`config.mk`:
```
export PLATFORM = sky130hd
export DESIGN_NAME = cbc_balance_ctrl
export DESIGN_NICKNAME = d
export VERILOG_FILES = /design/src/pkg/cbc_pkg.sv /design/src/rtl/cbc_balance_ctrl.sv
export SDC_FILE = /design/constraint.sdc
export NUM_CORES = 2
export LEC_CHECK = 0
export BUFFER_PORTS_ARGS = -buffer_cell sky130_fd_sc_hd__buf_2
export CELL_PAD_IN_SITES_DETAIL_PLACEMENT = 1
export CELL_PAD_IN_SITES_GLOBAL_PLACEMENT = 1
export CORE_MARGIN = 1.5
export CORE_UTILIZATION = 50
export CTS_CLUSTER_DIAMETER = 50
export DETAILED_ROUTE_END_ITERATION = 12
export HOLD_SLACK_MARGIN = 0.12
export PLACE_DENSITY_LB_ADDON = 0.1
export SETUP_SLACK_MARGIN = 0.1
export SLEW_MARGIN = 5
export SYNTH_ARGS = -nofsm -noshare
export SYNTH_HDL_FRONTEND = slang
export SYNTH_SLANG_ARGS = --single-unit
```
`constraint.sdc`:
```
create_clock -name clk -period 33.9 [get_ports clk]
set_clock_uncertainty 0.2 [all_clocks]
set_input_delay 1.695 -clock clk [delete_from_list [all_inputs] [get_ports clk]]
set_output_delay 1.695 -clock clk [all_outputs]
set_load 0.05 [all_outputs]
```
`src/pkg/cbc_pkg.sv`:
```
// Constants, register map and types of the automatic cell balance controller.
// Assumes a single 10 MHz clock and byte-wide register access at documented offsets.
// Overview of operation
// - Evaluate balance conditions once per voltage scan
// - Block balancing when temperature, current, voltage fail
// - Outputs only in on period, off during off
// - Decide on calibrated 14-bit converter cell results
// - Update lowest and highest cell at scan end
// - Flag cells above minimum by start delta
// - Excess spread sets cell failure, stops balancing
// - Under-voltage status with 117mV release hysteresis
// - Over-voltage status with 117mV release hysteresis
// - Only present cells join min, max, flags
// - No limit on simultaneous balance outputs
// - Latch cell set at on start, hold period
// - Stop while any temperature outside window
// - Control bit permits balancing during discharge
// - Control bit permits balancing during charge
// - At-full bit makes end-of-charge pin required
// - All three enable bits clear: no balancing
// - Power switch off pin disables all balancing
// - Sleep reads 0x000/0xFFF, restore after wake
// - Balance only after the selecting voltage scan
// - Host control bit hands outputs to host
package cbc_pkg;

  // Clock and timing
  localparam int unsigned CLK_KHZ          = 10000;
  localparam int unsigned TICK_US          = 1000;   // Balance timer unit
  localparam int unsigned TICK_CYC_DEF     = TICK_US * CLK_KHZ / 1000;
  localparam int unsigned RESTORE_US       = 538;    // Wake restore bound
  localparam int unsigned RESTORE_CYC      = RESTORE_US * CLK_KHZ / 1000;

  // Widths
  localparam int unsigned ADC_W            = 14;
  localparam int unsigned VOLT_W           = 12;
  localparam int unsigned TMR_W            = 12;
  localparam int unsigned NCELL            = 8;

  // Hysteresis of 117 mV at 4.8 V full scale over 12 bits, rounded to nearest
  localparam int unsigned HYST_MV          = 117;
  localparam int unsigned FULL_MV          = 4800;
  localparam logic [VOLT_W-1:0] HYST_CODE  =
    VOLT_W'((HYST_MV * 4096 + FULL_MV / 2) / FULL_MV);

  // Sleep read values
  localparam logic [15:0] SLEEP_MIN_VAL    = 16'h0000;
  localparam logic [15:0] SLEEP_MAX_VAL    = 16'h0FFF;

  // Register byte offsets
  localparam logic [7:0] OFS_LOWER_LIM     = 8'h1C;
  localparam logic [7:0] OFS_UPPER_LIM     = 8'h1E;
  localparam logic [7:0] OFS_START_DELTA   = 8'h20;
  localparam logic [7:0] OFS_FAIL_DELTA    = 8'h22;
  localparam logic [7:0] OFS_ON_TIME       = 8'h24;
  localparam logic [7:0] OFS_OFF_TIME      = 8'h26;
  localparam logic [7:0] OFS_LOW_TEMP      = 8'h28;
  localparam logic [7:0] OFS_HIGH_TEMP     = 8'h2C;
  localparam logic [7:0] OFS_CELL_SEL      = 8'h49;
  localparam logic [7:0] OFS_BAL_CFG       = 8'h4B;
  localparam logic [7:0] OFS_FAIL_STAT     = 8'h81;
  localparam logic [7:0] OFS_BAL_STAT      = 8'h83;
  localparam logic [7:0] OFS_FLAGS         = 8'h84;
  localparam logic [7:0] OFS_HOST_CTRL     = 8'h87;
  localparam logic [7:0] OFS_LOWEST        = 8'h8A;
  localparam logic [7:0] OFS_HIGHEST       = 8'h8C;

  // Bit positions
  localparam int unsigned BIT_DISCH_EN     = 7;
  localparam int unsigned BIT_CHG_EN       = 6;
  localparam int unsigned BIT_FULL_EN      = 0;
  localparam int unsigned BIT_CELL_FAIL    = 4;
  localparam int unsigned BIT_UNDERVOLT    = 3;
  localparam int unsigned BIT_OVERVOLT     = 2;
  localparam int unsigned BIT_HOST_BAL     = 5;
  localparam int unsigned BIT_HOST_ON      = 0;

  // Reset values
  localparam logic [15:0] RST_WORD         = 16'h0000;
  localparam logic [7:0]  RST_CELL_SEL     = 8'hFF;
  localparam logic [7:0]  RST_BYTE         = 8'h00;

  // Balance sequencer states
  typedef enum logic [1:0] {
    CBC_WAIT,
    CBC_ON,
    CBC_OFF
  } cbc_state_e;

endpackage : cbc_pkg

```
`src/rtl/cbc_balance_ctrl.sv`:
```
// Automatic cell balance controller: min/max tracking, interlocks, on/off sequencer.
// Assumes scan results arrive on clk, and the two pins arrive asynchronously.
module cbc_balance_ctrl #(
  parameter int unsigned TICK_CYCLES = cbc_pkg::TICK_CYC_DEF
) (
  // Clock and reset
  input  wire logic                          clk,
  input  wire logic                          arst_n,
  // Register access port
  input  wire logic [7:0]                    reg_addr,
  input  wire logic                          reg_wr,
  input  wire logic [7:0]                    reg_wdata,
  input  wire logic                          reg_rd,
  output logic      [7:0]                    reg_rdata,
  // Voltage scan results
  input  wire logic                          scan_cell_valid,
  input  wire logic [2:0]                    scan_cell_index,
  input  wire logic [cbc_pkg::ADC_W-1:0]     scan_cell_code,
  input  wire logic                          scan_done,
  input  wire logic [cbc_pkg::VOLT_W-1:0]    temp1_code,
  input  wire logic [cbc_pkg::VOLT_W-1:0]    temp2_code,
  // Current direction and mode
  input  wire logic                          charge_current_seen,
  input  wire logic                          discharge_current_seen,
  input  wire logic                          sleep_active,
  // Pins
  input  wire logic                          full_charge_pin,
  input  wire logic                          power_switch_off_pin,
  // Balance drivers
  output logic      [cbc_pkg::NCELL-1:0]     balance_driver_output
);
  import cbc_pkg::*;

  // Register storage
  logic [15:0]        lower_lim_r, upper_lim_r, start_delta_r, fail_delta_r;
  logic [15:0]        on_time_r, off_time_r, low_temp_r, high_temp_r;
  logic [7:0]         cells_present_select_r;
  logic [7:0]         bal_cfg_r;
  logic [7:0]         host_ctrl_r;
  logic [NCELL-1:0]   balance_flags_r;
  logic [VOLT_W-1:0]  lowest_r, highest_r;
  logic               cell_failure_flag_r;
  logic               undervolt_r, overvolt_r;
  logic               permit_r;
  logic               scan_fresh_r;
  logic [VOLT_W-1:0]  cell_v_r [NCELL];

  // Pin synchronisers
  logic [1:0]         full_sync_r, off_sync_r;

  // Sequencer
  cbc_state_e         state_r, state_nxt;
  logic [TMR_W-1:0]   tmr_r;
  logic [31:0]        tick_cnt_r;
  logic               tick;
  logic [NCELL-1:0]   active_set_r;

  // Combinational scan results
  logic [VOLT_W-1:0]  min_nxt, max_nxt;
  logic [NCELL-1:0]   flags_nxt;
  logic               fail_nxt, uv_nxt, ov_nxt, permit_nxt;
  logic               temp_ok, current_ok, pins_ok;
  logic               host_mode;
  logic [7:0]         rd_byte;

  // Greater-than test on a difference against a delta
  function automatic logic exceeds(input logic [VOLT_W-1:0] v,
                                   input logic [VOLT_W-1:0] base,
                                   input logic [VOLT_W-1:0] delta);
    logic [VOLT_W:0] diff;
    diff = {1'b0, v} - {1'b0, base};
    return (v > base) && (diff > {1'b0, delta});
  endfunction : exceeds

  // Pick one byte of a 16-bit register by address parity
  function automatic logic [7:0] byte_of(input logic [15:0] w, input logic hi);
    return hi ? w[15:8] : w[7:0];
  endfunction : byte_of

  assign host_mode = host_ctrl_r[BIT_HOST_BAL];

  // Two flops before any logic reads a pin
  always_ff @(posedge clk or negedge arst_n) begin
    if (!arst_n) begin
      full_sync_r <= 2'b00;
      off_sync_r  <= 2'b00;
    end else begin
      full_sync_r <= {full_sync_r[0], full_charge_pin};
      off_sync_r  <= {off_sync_r[0], power_switch_off_pin};
    end
  end

  // Cell result capture; upper 12 bits of the calibrated 14-bit code
  always_ff @(posedge clk or negedge arst_n) begin
    if (!arst_n) begin
      for (int i = 0; i < NCELL; i++) begin
        cell_v_r[i] <= '0;
      end
    end else if (scan_cell_valid) begin
      cell_v_r[scan_cell_index] <= scan_cell_code[ADC_W-1 -: VOLT_W];
    end
  end

  // Min and max over present cells only
  always_comb begin
    logic first;
    first   = 1'b1;
    min_nxt = '0;
    max_nxt = '0;
    for (int i = 0; i < NCELL; i++) begin
      if (cells_present_select_r[i]) begin
        if (first || cell_v_r[i] < min_nxt) min_nxt = cell_v_r[i];
        if (first || cell_v_r[i] > max_nxt) max_nxt = cell_v_r[i];
        first = 1'b0;
      end
    end
  end

  // Cell flags and spread failure against the new minimum
  always_comb begin
    flags_nxt = '0;
    for (int i = 0; i < NCELL; i++) begin
      flags_nxt[i] = cells_present_select_r[i] &&
                     exceeds(cell_v_r[i], min_nxt, start_delta_r[VOLT_W-1:0]);
    end
    fail_nxt = exceeds(max_nxt, min_nxt, fail_delta_r[VOLT_W-1:0]);
  end

  // Voltage window with release hysteresis
  always_comb begin
    uv_nxt = undervolt_r;
    ov_nxt = overvolt_r;
    if (max_nxt < lower_lim_r[VOLT_W-1:0]) begin
      uv_nxt = 1'b1;
    end else if ({1'b0, max_nxt} >
                 ({1'b0, lower_lim_r[VOLT_W-1:0]} + {1'b0, HYST_CODE})) begin
      uv_nxt = 1'b0;
    end
    if (min_nxt > upper_lim_r[VOLT_W-1:0]) begin
      ov_nxt = 1'b1;
    end else if ({1'b0, min_nxt} + {1'b0, HYST_CODE} <
                 {1'b0, upper_lim_r[VOLT_W-1:0]}) begin
      ov_nxt = 1'b0;
    end
  end

  // Temperature window, current and pin conditions
  always_comb begin
    // Thermistor code falls as temperature rises: cold limit is the larger code
    temp_ok = (temp1_code <= low_temp_r[VOLT_W-1:0]) &&
              (temp1_code >= high_temp_r[VOLT_W-1:0]) &&
              (temp2_code <= low_temp_r[VOLT_W-1:0]) &&
              (temp2_code >= high_temp_r[VOLT_W-1:0]);
    current_ok = (bal_cfg_r[BIT_DISCH_EN] && discharge_current_seen &&
                  !charge_current_seen) ||
                 (bal_cfg_r[BIT_CHG_EN] && charge_current_seen &&
                  !discharge_current_seen) ||
                 (bal_cfg_r[BIT_FULL_EN] && full_sync_r[1]);
    // With the at-full bit set the pin is mandatory; clear, it is ignored
    pins_ok    = !bal_cfg_r[BIT_FULL_EN] || full_sync_r[1];
    // All enable bits clear leaves current_ok false: nothing balances
    permit_nxt = temp_ok && current_ok && pins_ok && !fail_nxt &&
                 !uv_nxt && !ov_nxt;
  end

  // Scan-end bookkeeping, once per scan
  always_ff @(posedge clk or negedge arst_n) begin
    if (!arst_n) begin
      lowest_r            <= '0;
      highest_r           <= '0;
      cell_failure_flag_r <= 1'b0;
      undervolt_r         <= 1'b0;
      overvolt_r          <= 1'b0;
      permit_r            <= 1'b0;
    end else if (scan_done) begin
      lowest_r            <= min_nxt;
      highest_r           <= max_nxt;
      cell_failure_flag_r <= fail_nxt;
      undervolt_r         <= uv_nxt;
      overvolt_r          <= ov_nxt;
      permit_r            <= permit_nxt;
    end
  end

  // Marks a scan not yet consumed by an on-period start
  always_ff @(posedge clk or negedge arst_n) begin
    if (!arst_n) begin
      scan_fresh_r <= 1'b0;
    end else if (scan_done) begin
      scan_fresh_r <= 1'b1;
    end else if (state_r != CBC_ON && state_nxt == CBC_ON) begin
      scan_fresh_r <= 1'b0;
    end
  end

  // Timer prescaler; free-running time base for both balance timers
  assign tick = (tick_cnt_r == 32'(TICK_CYCLES - 1));
  always_ff @(posedge clk or negedge arst_n) begin
    if (!arst_n) begin
      tick_cnt_r <= '0;
    end else if (tick) begin
      tick_cnt_r <= '0;
    end else begin
      tick_cnt_r <= tick_cnt_r + 32'd1;
    end
  end

  // Sequencer next state; a dropped permit or the off pin aborts at once
  always_comb begin
    state_nxt = state_r;
    case (state_r)
      CBC_WAIT: begin
        if (permit_r && scan_fresh_r && !off_sync_r[1] && !host_mode) begin
          state_nxt = CBC_ON;
        end
      end
      CBC_ON: begin
        if (!permit_r || off_sync_r[1] || host_mode) begin
          state_nxt = CBC_WAIT;
        end else if (tick && tmr_r == '0) begin
          state_nxt = CBC_OFF;
        end
      end
      CBC_OFF: begin
        if (!permit_r || off_sync_r[1] || host_mode) begin
          state_nxt = CBC_WAIT;
        end else if (tick && tmr_r == '0) begin
          state_nxt = CBC_ON;
        end
      end
      default: state_nxt = CBC_WAIT;
    endcase
  end

  // Sequencer state and 12-bit timers
  always_ff @(posedge clk or negedge arst_n) begin
    if (!arst_n) begin
      state_r <= CBC_WAIT;
      tmr_r   <= '0;
    end else begin
      state_r <= state_nxt;
      if (state_nxt == CBC_ON && state_r != CBC_ON) begin
        tmr_r <= on_time_r[TMR_W-1:0];
      end else if (state_nxt == CBC_OFF && state_r != CBC_OFF) begin
        tmr_r <= off_time_r[TMR_W-1:0];
      end else if (tick && tmr_r != '0) begin
        tmr_r <= tmr_r - TMR_W'(1);
      end
    end
  end

  // Cell set latched on entry to each on period, held through the off period
  always_ff @(posedge clk or negedge arst_n) begin
    if (!arst_n) begin
      active_set_r <= '0;
    end else if (state_nxt == CBC_ON && state_r != CBC_ON) begin
      active_set_r <= balance_flags_r & cells_present_select_r;
    end
  end

  // Driver outputs: any number of cells at once; host path bypasses sequencer
  always_ff @(posedge clk or negedge arst_n) begin
    if (!arst_n) begin
      balance_driver_output <= '0;
    end else if (off_sync_r[1]) begin
      balance_driver_output <= '0;
    end else if (host_mode) begin
      balance_driver_output <= host_ctrl_r[BIT_HOST_ON] ?
                               balance_flags_r : '0;
    end else if (state_nxt == CBC_ON) begin
      balance_driver_output <= (state_r == CBC_ON) ? active_set_r :
                               (balance_flags_r & cells_present_select_r);
    end else begin
      balance_driver_output <= '0;
    end
  end

  // Balance flags: written by the scan at scan end in auto mode, by the host at any other time
  always_ff @(posedge clk or negedge arst_n) begin
    if (!arst_n) begin
      balance_flags_r <= '0;
    end else if (scan_done && !host_mode) begin
      balance_flags_r <= flags_nxt;
    end else if (reg_wr && reg_addr == OFS_FLAGS) begin
      balance_flags_r <= reg_wdata;
    end
  end

  // Software-written configuration registers
  always_ff @(posedge clk or negedge arst_n) begin
    if (!arst_n) begin
      lower_lim_r            <= RST_WORD;
      upper_lim_r            <= RST_WORD;
      start_delta_r          <= RST_WORD;
      fail_delta_r           <= RST_WORD;
      on_time_r              <= RST_WORD;
      off_time_r             <= RST_WORD;
      low_temp_r             <= RST_WORD;
      high_temp_r            <= RST_WORD;
      cells_present_select_r <= RST_CELL_SEL;
      bal_cfg_r              <= RST_BYTE;
      host_ctrl_r            <= RST_BYTE;
    end else if (reg_wr) begin
      case (reg_addr)
        OFS_LOWER_LIM:          lower_lim_r[7:0]    <= reg_wdata;
        OFS_LOWER_LIM + 8'h01:  lower_lim_r[15:8]   <= reg_wdata;
        OFS_UPPER_LIM:          upper_lim_r[7:0]    <= reg_wdata;
        OFS_UPPER_LIM + 8'h01:  upper_lim_r[15:8]   <= reg_wdata;
        OFS_START_DELTA:        start_delta_r[7:0]  <= reg_wdata;
        OFS_START_DELTA + 8'h01: start_delta_r[15:8] <= reg_wdata;
        OFS_FAIL_DELTA:         fail_delta_r[7:0]   <= reg_wdata;
        OFS_FAIL_DELTA + 8'h01: fail_delta_r[15:8]  <= reg_wdata;
        OFS_ON_TIME:            on_time_r[7:0]      <= reg_wdata;
        OFS_ON_TIME + 8'h01:    on_time_r[15:8]     <= reg_wdata;
        OFS_OFF_TIME:           off_time_r[7:0]     <= reg_wdata;
        OFS_OFF_TIME + 8'h01:   off_time_r[15:8]    <= reg_wdata;
        OFS_LOW_TEMP:           low_temp_r[7:0]     <= reg_wdata;
        OFS_LOW_TEMP + 8'h01:   low_temp_r[15:8]    <= reg_wdata;
        OFS_HIGH_TEMP:          high_temp_r[7:0]    <= reg_wdata;
        OFS_HIGH_TEMP + 8'h01:  high_temp_r[15:8]   <= reg_wdata;
        OFS_CELL_SEL:           cells_present_select_r <= reg_wdata;
        OFS_BAL_CFG:            bal_cfg_r           <= reg_wdata;
        OFS_HOST_CTRL:          host_ctrl_r         <= reg_wdata;
        default: ;
      endcase
    end
  end

  // Read mux; sleep substitutes fixed values, wake shows held values again
  always_comb begin
    logic [15:0] lo_word;
    logic [15:0] hi_word;
    lo_word = sleep_active ? SLEEP_MIN_VAL : 16'(lowest_r);
    hi_word = sleep_active ? SLEEP_MAX_VAL : 16'(highest_r);
    rd_byte = 8'h00;
    case (reg_addr & 8'hFE)
      OFS_LOWER_LIM:   rd_byte = byte_of(lower_lim_r, reg_addr[0]);
      OFS_UPPER_LIM:   rd_byte = byte_of(upper_lim_r, reg_addr[0]);
      OFS_START_DELTA: rd_byte = byte_of(start_delta_r, reg_addr[0]);
      OFS_FAIL_DELTA:  rd_byte = byte_of(fail_delta_r, reg_addr[0]);
      OFS_ON_TIME:     rd_byte = byte_of(on_time_r, reg_addr[0]);
      OFS_OFF_TIME:    rd_byte = byte_of(off_time_r, reg_addr[0]);
      OFS_LOW_TEMP:    rd_byte = byte_of(low_temp_r, reg_addr[0]);
      OFS_HIGH_TEMP:   rd_byte = byte_of(high_temp_r, reg_addr[0]);
      OFS_LOWEST:      rd_byte = byte_of(lo_word, reg_addr[0]);
      OFS_HIGHEST:     rd_byte = byte_of(hi_word, reg_addr[0]);
      default: begin
        case (reg_addr)
          OFS_CELL_SEL:  rd_byte = cells_present_select_r;
          OFS_BAL_CFG:   rd_byte = bal_cfg_r;
          OFS_HOST_CTRL: rd_byte = host_ctrl_r;
          OFS_FLAGS:     rd_byte = balance_flags_r;
          OFS_FAIL_STAT: rd_byte = 8'(cell_failure_flag_r) << BIT_CELL_FAIL;
          OFS_BAL_STAT:  rd_byte = (8'(undervolt_r) << BIT_UNDERVOLT) |
                                   (8'(overvolt_r) << BIT_OVERVOLT);
          default:       rd_byte = 8'h00;
        endcase
      end
    endcase
  end

  // Registered read data, one cycle after the read strobe
  always_ff @(posedge clk or negedge arst_n) begin
    if (!arst_n) begin
      reg_rdata <= 8'h00;
    end else if (reg_rd) begin
      reg_rdata <= rd_byte;
    end
  end

endmodule : cbc_balance_ctrl

```
==> impl_metrics.tcl <==
set metrics [dict create \
    end_kind "flip-flop" \
    ys_warn_count 0 \
    power_density_nw_per_um2 69.2 \
    dr.first_iter.drc_count 1980 \
    io_pins 84 \
    yosysSeqAreaShare_pct 28.8 \
    clockRootBuffer "clkbuf_16" \
    grt-ovfl-total 0 \
    maxSlewViolCount 0 \
    post_cts_buffers 0 \
    synth_cell_types 100 \
    grt_max_degree 89 \
    hold_viol 0 \
    vias 27700 \
    port_buffers 81 \
    htree_levels 2 \
    drt_first_pass_iters 6 \
    synth_ff_type "dfrtp_1" \
    grt_util_met1_pct 47.3 \
    drc_errors 0 \
    groute.layer.met2.usage_pct 58.1 \
    path_clk_slew_ns 0.06 \
    grt_pass1_vias 29300 \
    cp.arrival_ns 23.23 \
    syn_area_sq_um 31300 \
    ys_ff_latch 359 \
    period_needed_ns 22.92 \
    power_mw 2.39 \
    gr-max-usage-layer "met2" \
    gp_congestion 0.921 \
    p_leak_nw 15.9 \
    syn-instance-count 3365 \
    cts_resized 0 \
    fin_nets 3955 \
    crit_fanout 26 \
    cp.required_ns 34.22 \
    dp_hpwl_um 86500 \
    viasPerCell 6.41 \
    start_util_pct 50.6 \
    pre_cts_slack_ns 11.40 \
    die_h_um 253 \
    placementRows 91 \
    areaGrowthSynthToFinish_pct 10.5 \
    worstSetupPathType "reg -> reg" \
    critPathMostFrequentCell "ha_1" \
    final_layout_size_suffix_gt1_share_pct 15.9 \
    hold_path_class "reg -> reg" \
    core_area_sq_um 61700 \
    grt_pass1_wl_um 174000 \
    fin_crit_sh_pct 67.6 \
    setup_slack_ns 10.98 \
    critical-path-max-stage-delay_ns 0.97 \
    relSlewSlack_pct 4.68 \
    insertion_delay_ns 0.65 \
    fp.dieW_um 253 \
    setup_violations 0 \
    cts_buffers 54 \
    cts_tree "built" \
    hold_buffers 0 \
    instances_no_fill 4318 \
    synth.avg_cell_area_sq_um 9.29 \
    cp-start-kind "flip-flop" \
    peakVddDrop_mv 0.0469 \
    gr-usage-all-layers_pct 35.5 \
    antenna_found_initial 2 \
    tns_ns 0 \
    dieArea_sq_um 64000 \
    synth_enable_flop_cells 0 \
    tightest_slew_ns 1.42 \
    rsz0062_at_grt "no" \
    async_flop_share_pct 100 \
    cap_violations 0 \
    fmax_ghz 0.0436 \
    syn_nets 3886 \
    finalWirelength_um 113000 \
    status "complete, no violations" \
    placedCellCount 4214 \
    ant_nets 0 \
    clock-sinks 359 \
    met3_usage_pct 5.31 \
    cp_slowest_cell "dfstp_2" \
    clockBufferDepth 3 \
    wl_per_cell_um 26.3 \
]
[layout make-up]
type                            count  area (sq um)
Multi-Input combinational cell   2650         21000
Fill cell                        7126         27200
Timing Repair Buffer              115           668
Tap cell                          837          1050
Sequential cell                   359          8990
Clock inverter                     32           337
Inverter                          254           953
Clock buffer                       69          1480
Antenna cell                        2          5.00
[flip-flops by register name, summed over array words and instances, names as in the netlist, 8 cells and up]
name,cells
low_temp_r,16
tick_cnt_r,32
tmr_r,12
off_time_r,16
lowest_r,12
high_temp_r,16
lower_lim_r,16
start_delta_r,16
cells_present_select_r,8
bal_cfg_r,8
active_set_r,8
fail_delta_r,16
balance_flags_r,8
on_time_r,16
host_ctrl_r,8
balance_driver_output,8
cell_v_r,96
upper_lim_r,16
reg_rdata,8
highest_r,12
[worst max-delay path, delay by kind of cell, from the launching register on]
family	cells	cell delay, ns
compound gates	33	8.74
simple gates	31	6.44
fa+ha+maj	10	3.29
mux	5	1.84
buf+inv	8	1.13
flops	1	0.97
xor+xnor	1	0.11
[final timing paths]
path	from	endpoint	slack [ns]	cells past startpoint
max	cells_present_select_r[0]$_DFFE_PN1P_	permit_r$_DFFE_PN0P_	10.98	88
min	off_sync_r[0]$_DFF_PN0_	off_sync_r[1]$_DFF_PN0_	0.16	0
max reg2reg	cells_present_select_r[0]$_DFFE_PN1P_	permit_r$_DFFE_PN0P_	10.98	88
min reg2reg	off_sync_r[0]$_DFF_PN0_	off_sync_r[1]$_DFF_PN0_	0.16	0
max in group asynchronous	arst_n	bal_cfg_r[3]$_DFFE_PN0P_	30.30	3
min in group asynchronous	arst_n	tick_cnt_r[16]$_DFF_PN0_	0.85	1
[layout by cell type (no fill, tap or decap), types with 14 or more instances in the layout]
| cell | synthesis | routed |
|---|---|---|
| a211oi_1 | 15 | 15 |
| a21o_1 | 130 | 130 |
| a21oi_1 | 257 | 257 |
| a221oi_1 | 24 | 24 |
| a22oi_1 | 42 | 42 |
| and2_1 | 15 | 15 |
| and4_1 | 15 | 15 |
| buf_2 | 2 | 80 |
| buf_4 | 0 | 33 |
| clkbuf_16 | 0 | 54 |
| dfrtp_1 | 351 | 351 |
| ha_1 | 445 | 445 |
| inv_1 | 251 | 251 |
| mux2_2 | 279 | 279 |
| mux2i_1 | 54 | 48 |
| nand2_1 | 197 | 197 |
| nand2b_1 | 80 | 80 |
| nand3_1 | 57 | 57 |
| nand4_1 | 105 | 105 |
| nor2_1 | 173 | 172 |
| nor2b_1 | 90 | 90 |
| nor3_1 | 37 | 34 |
| o211ai_1 | 14 | 14 |
| o21a_1 | 24 | 24 |
| o21ai_0 | 196 | 196 |
| xnor2_1 | 93 | 93 |
| xor2_1 | 72 | 72 |
[cells in the mapped netlist (all sizes together), types with 38 or more instances]
library cell / number / area share (%)
nor2: 173 / 2.1
nand2: 198 / 2.4
xnor2: 93 / 2.6
xor2: 72 / 2.0
ha: 445 / 18
nor2b: 90 / 1.8
a22oi: 42 / 1.0
nand4: 106 / 2.1
o21ai: 200 / 3.2
dfrtp: 351 / 28
inv: 252 / 3.0
nand2b: 80 / 1.6
mux2: 280 / 10
a21oi: 258 / 4.2
nor3: 38 / 0.62
a21o: 130 / 3.1
mux2i: 56 / 1.8
clkbuf: 84 / 1.0
nand3: 57 / 0.91
[kinds of logic after synthesis]
| kind of cell | Yosys count | share of synthesized area, % |
|---|---|---|
| xor+xnor | 165 | 4.62 |
| fa+ha+maj | 460 | 18.6 |
| simple gates | 842 | 13.9 |
| buf+inv | 356 | 4.28 |
| mux | 344 | 12.5 |
| flops | 359 | 28.8 |
| compound gates | 839 | 17.4 |
[routing by layer]
metal | vias to the layer above | share of wire [%] | wire [um]
li1 | 12500 | - | -
met1 | 14000 | 43 | 49100
met2 | 881 | 46 | 52400
met3 | 282 | 6.5 | 7360
met4 | 0 | 4.0 | 4590
met5 | - | 0 | 0
[where the power goes]
part / total (mW) / switching [mW] / internal (mW)
clock network: 0.566 / 0.236 / 0.330
registers: 0.554 / 0.0814 / 0.473
logic: 1.27 / 0.726 / 0.542
total: 2.39 / 1.04 / 1.34
[stage by stage]
stage | instance area (sq um) | util, % | hold slack, ns
floorplan | 31300 | - | 0.131
global placement | 32700 | 53.0 | 0.135
detailed placement | 32700 | 53.0 | 0.154
CTS | 34500 | 55.9 | 0.166
global route | 34500 | 55.9 | 0.188
finish | 34500 | 55.9 | 0.163
(Power assumes the default switching activity.)
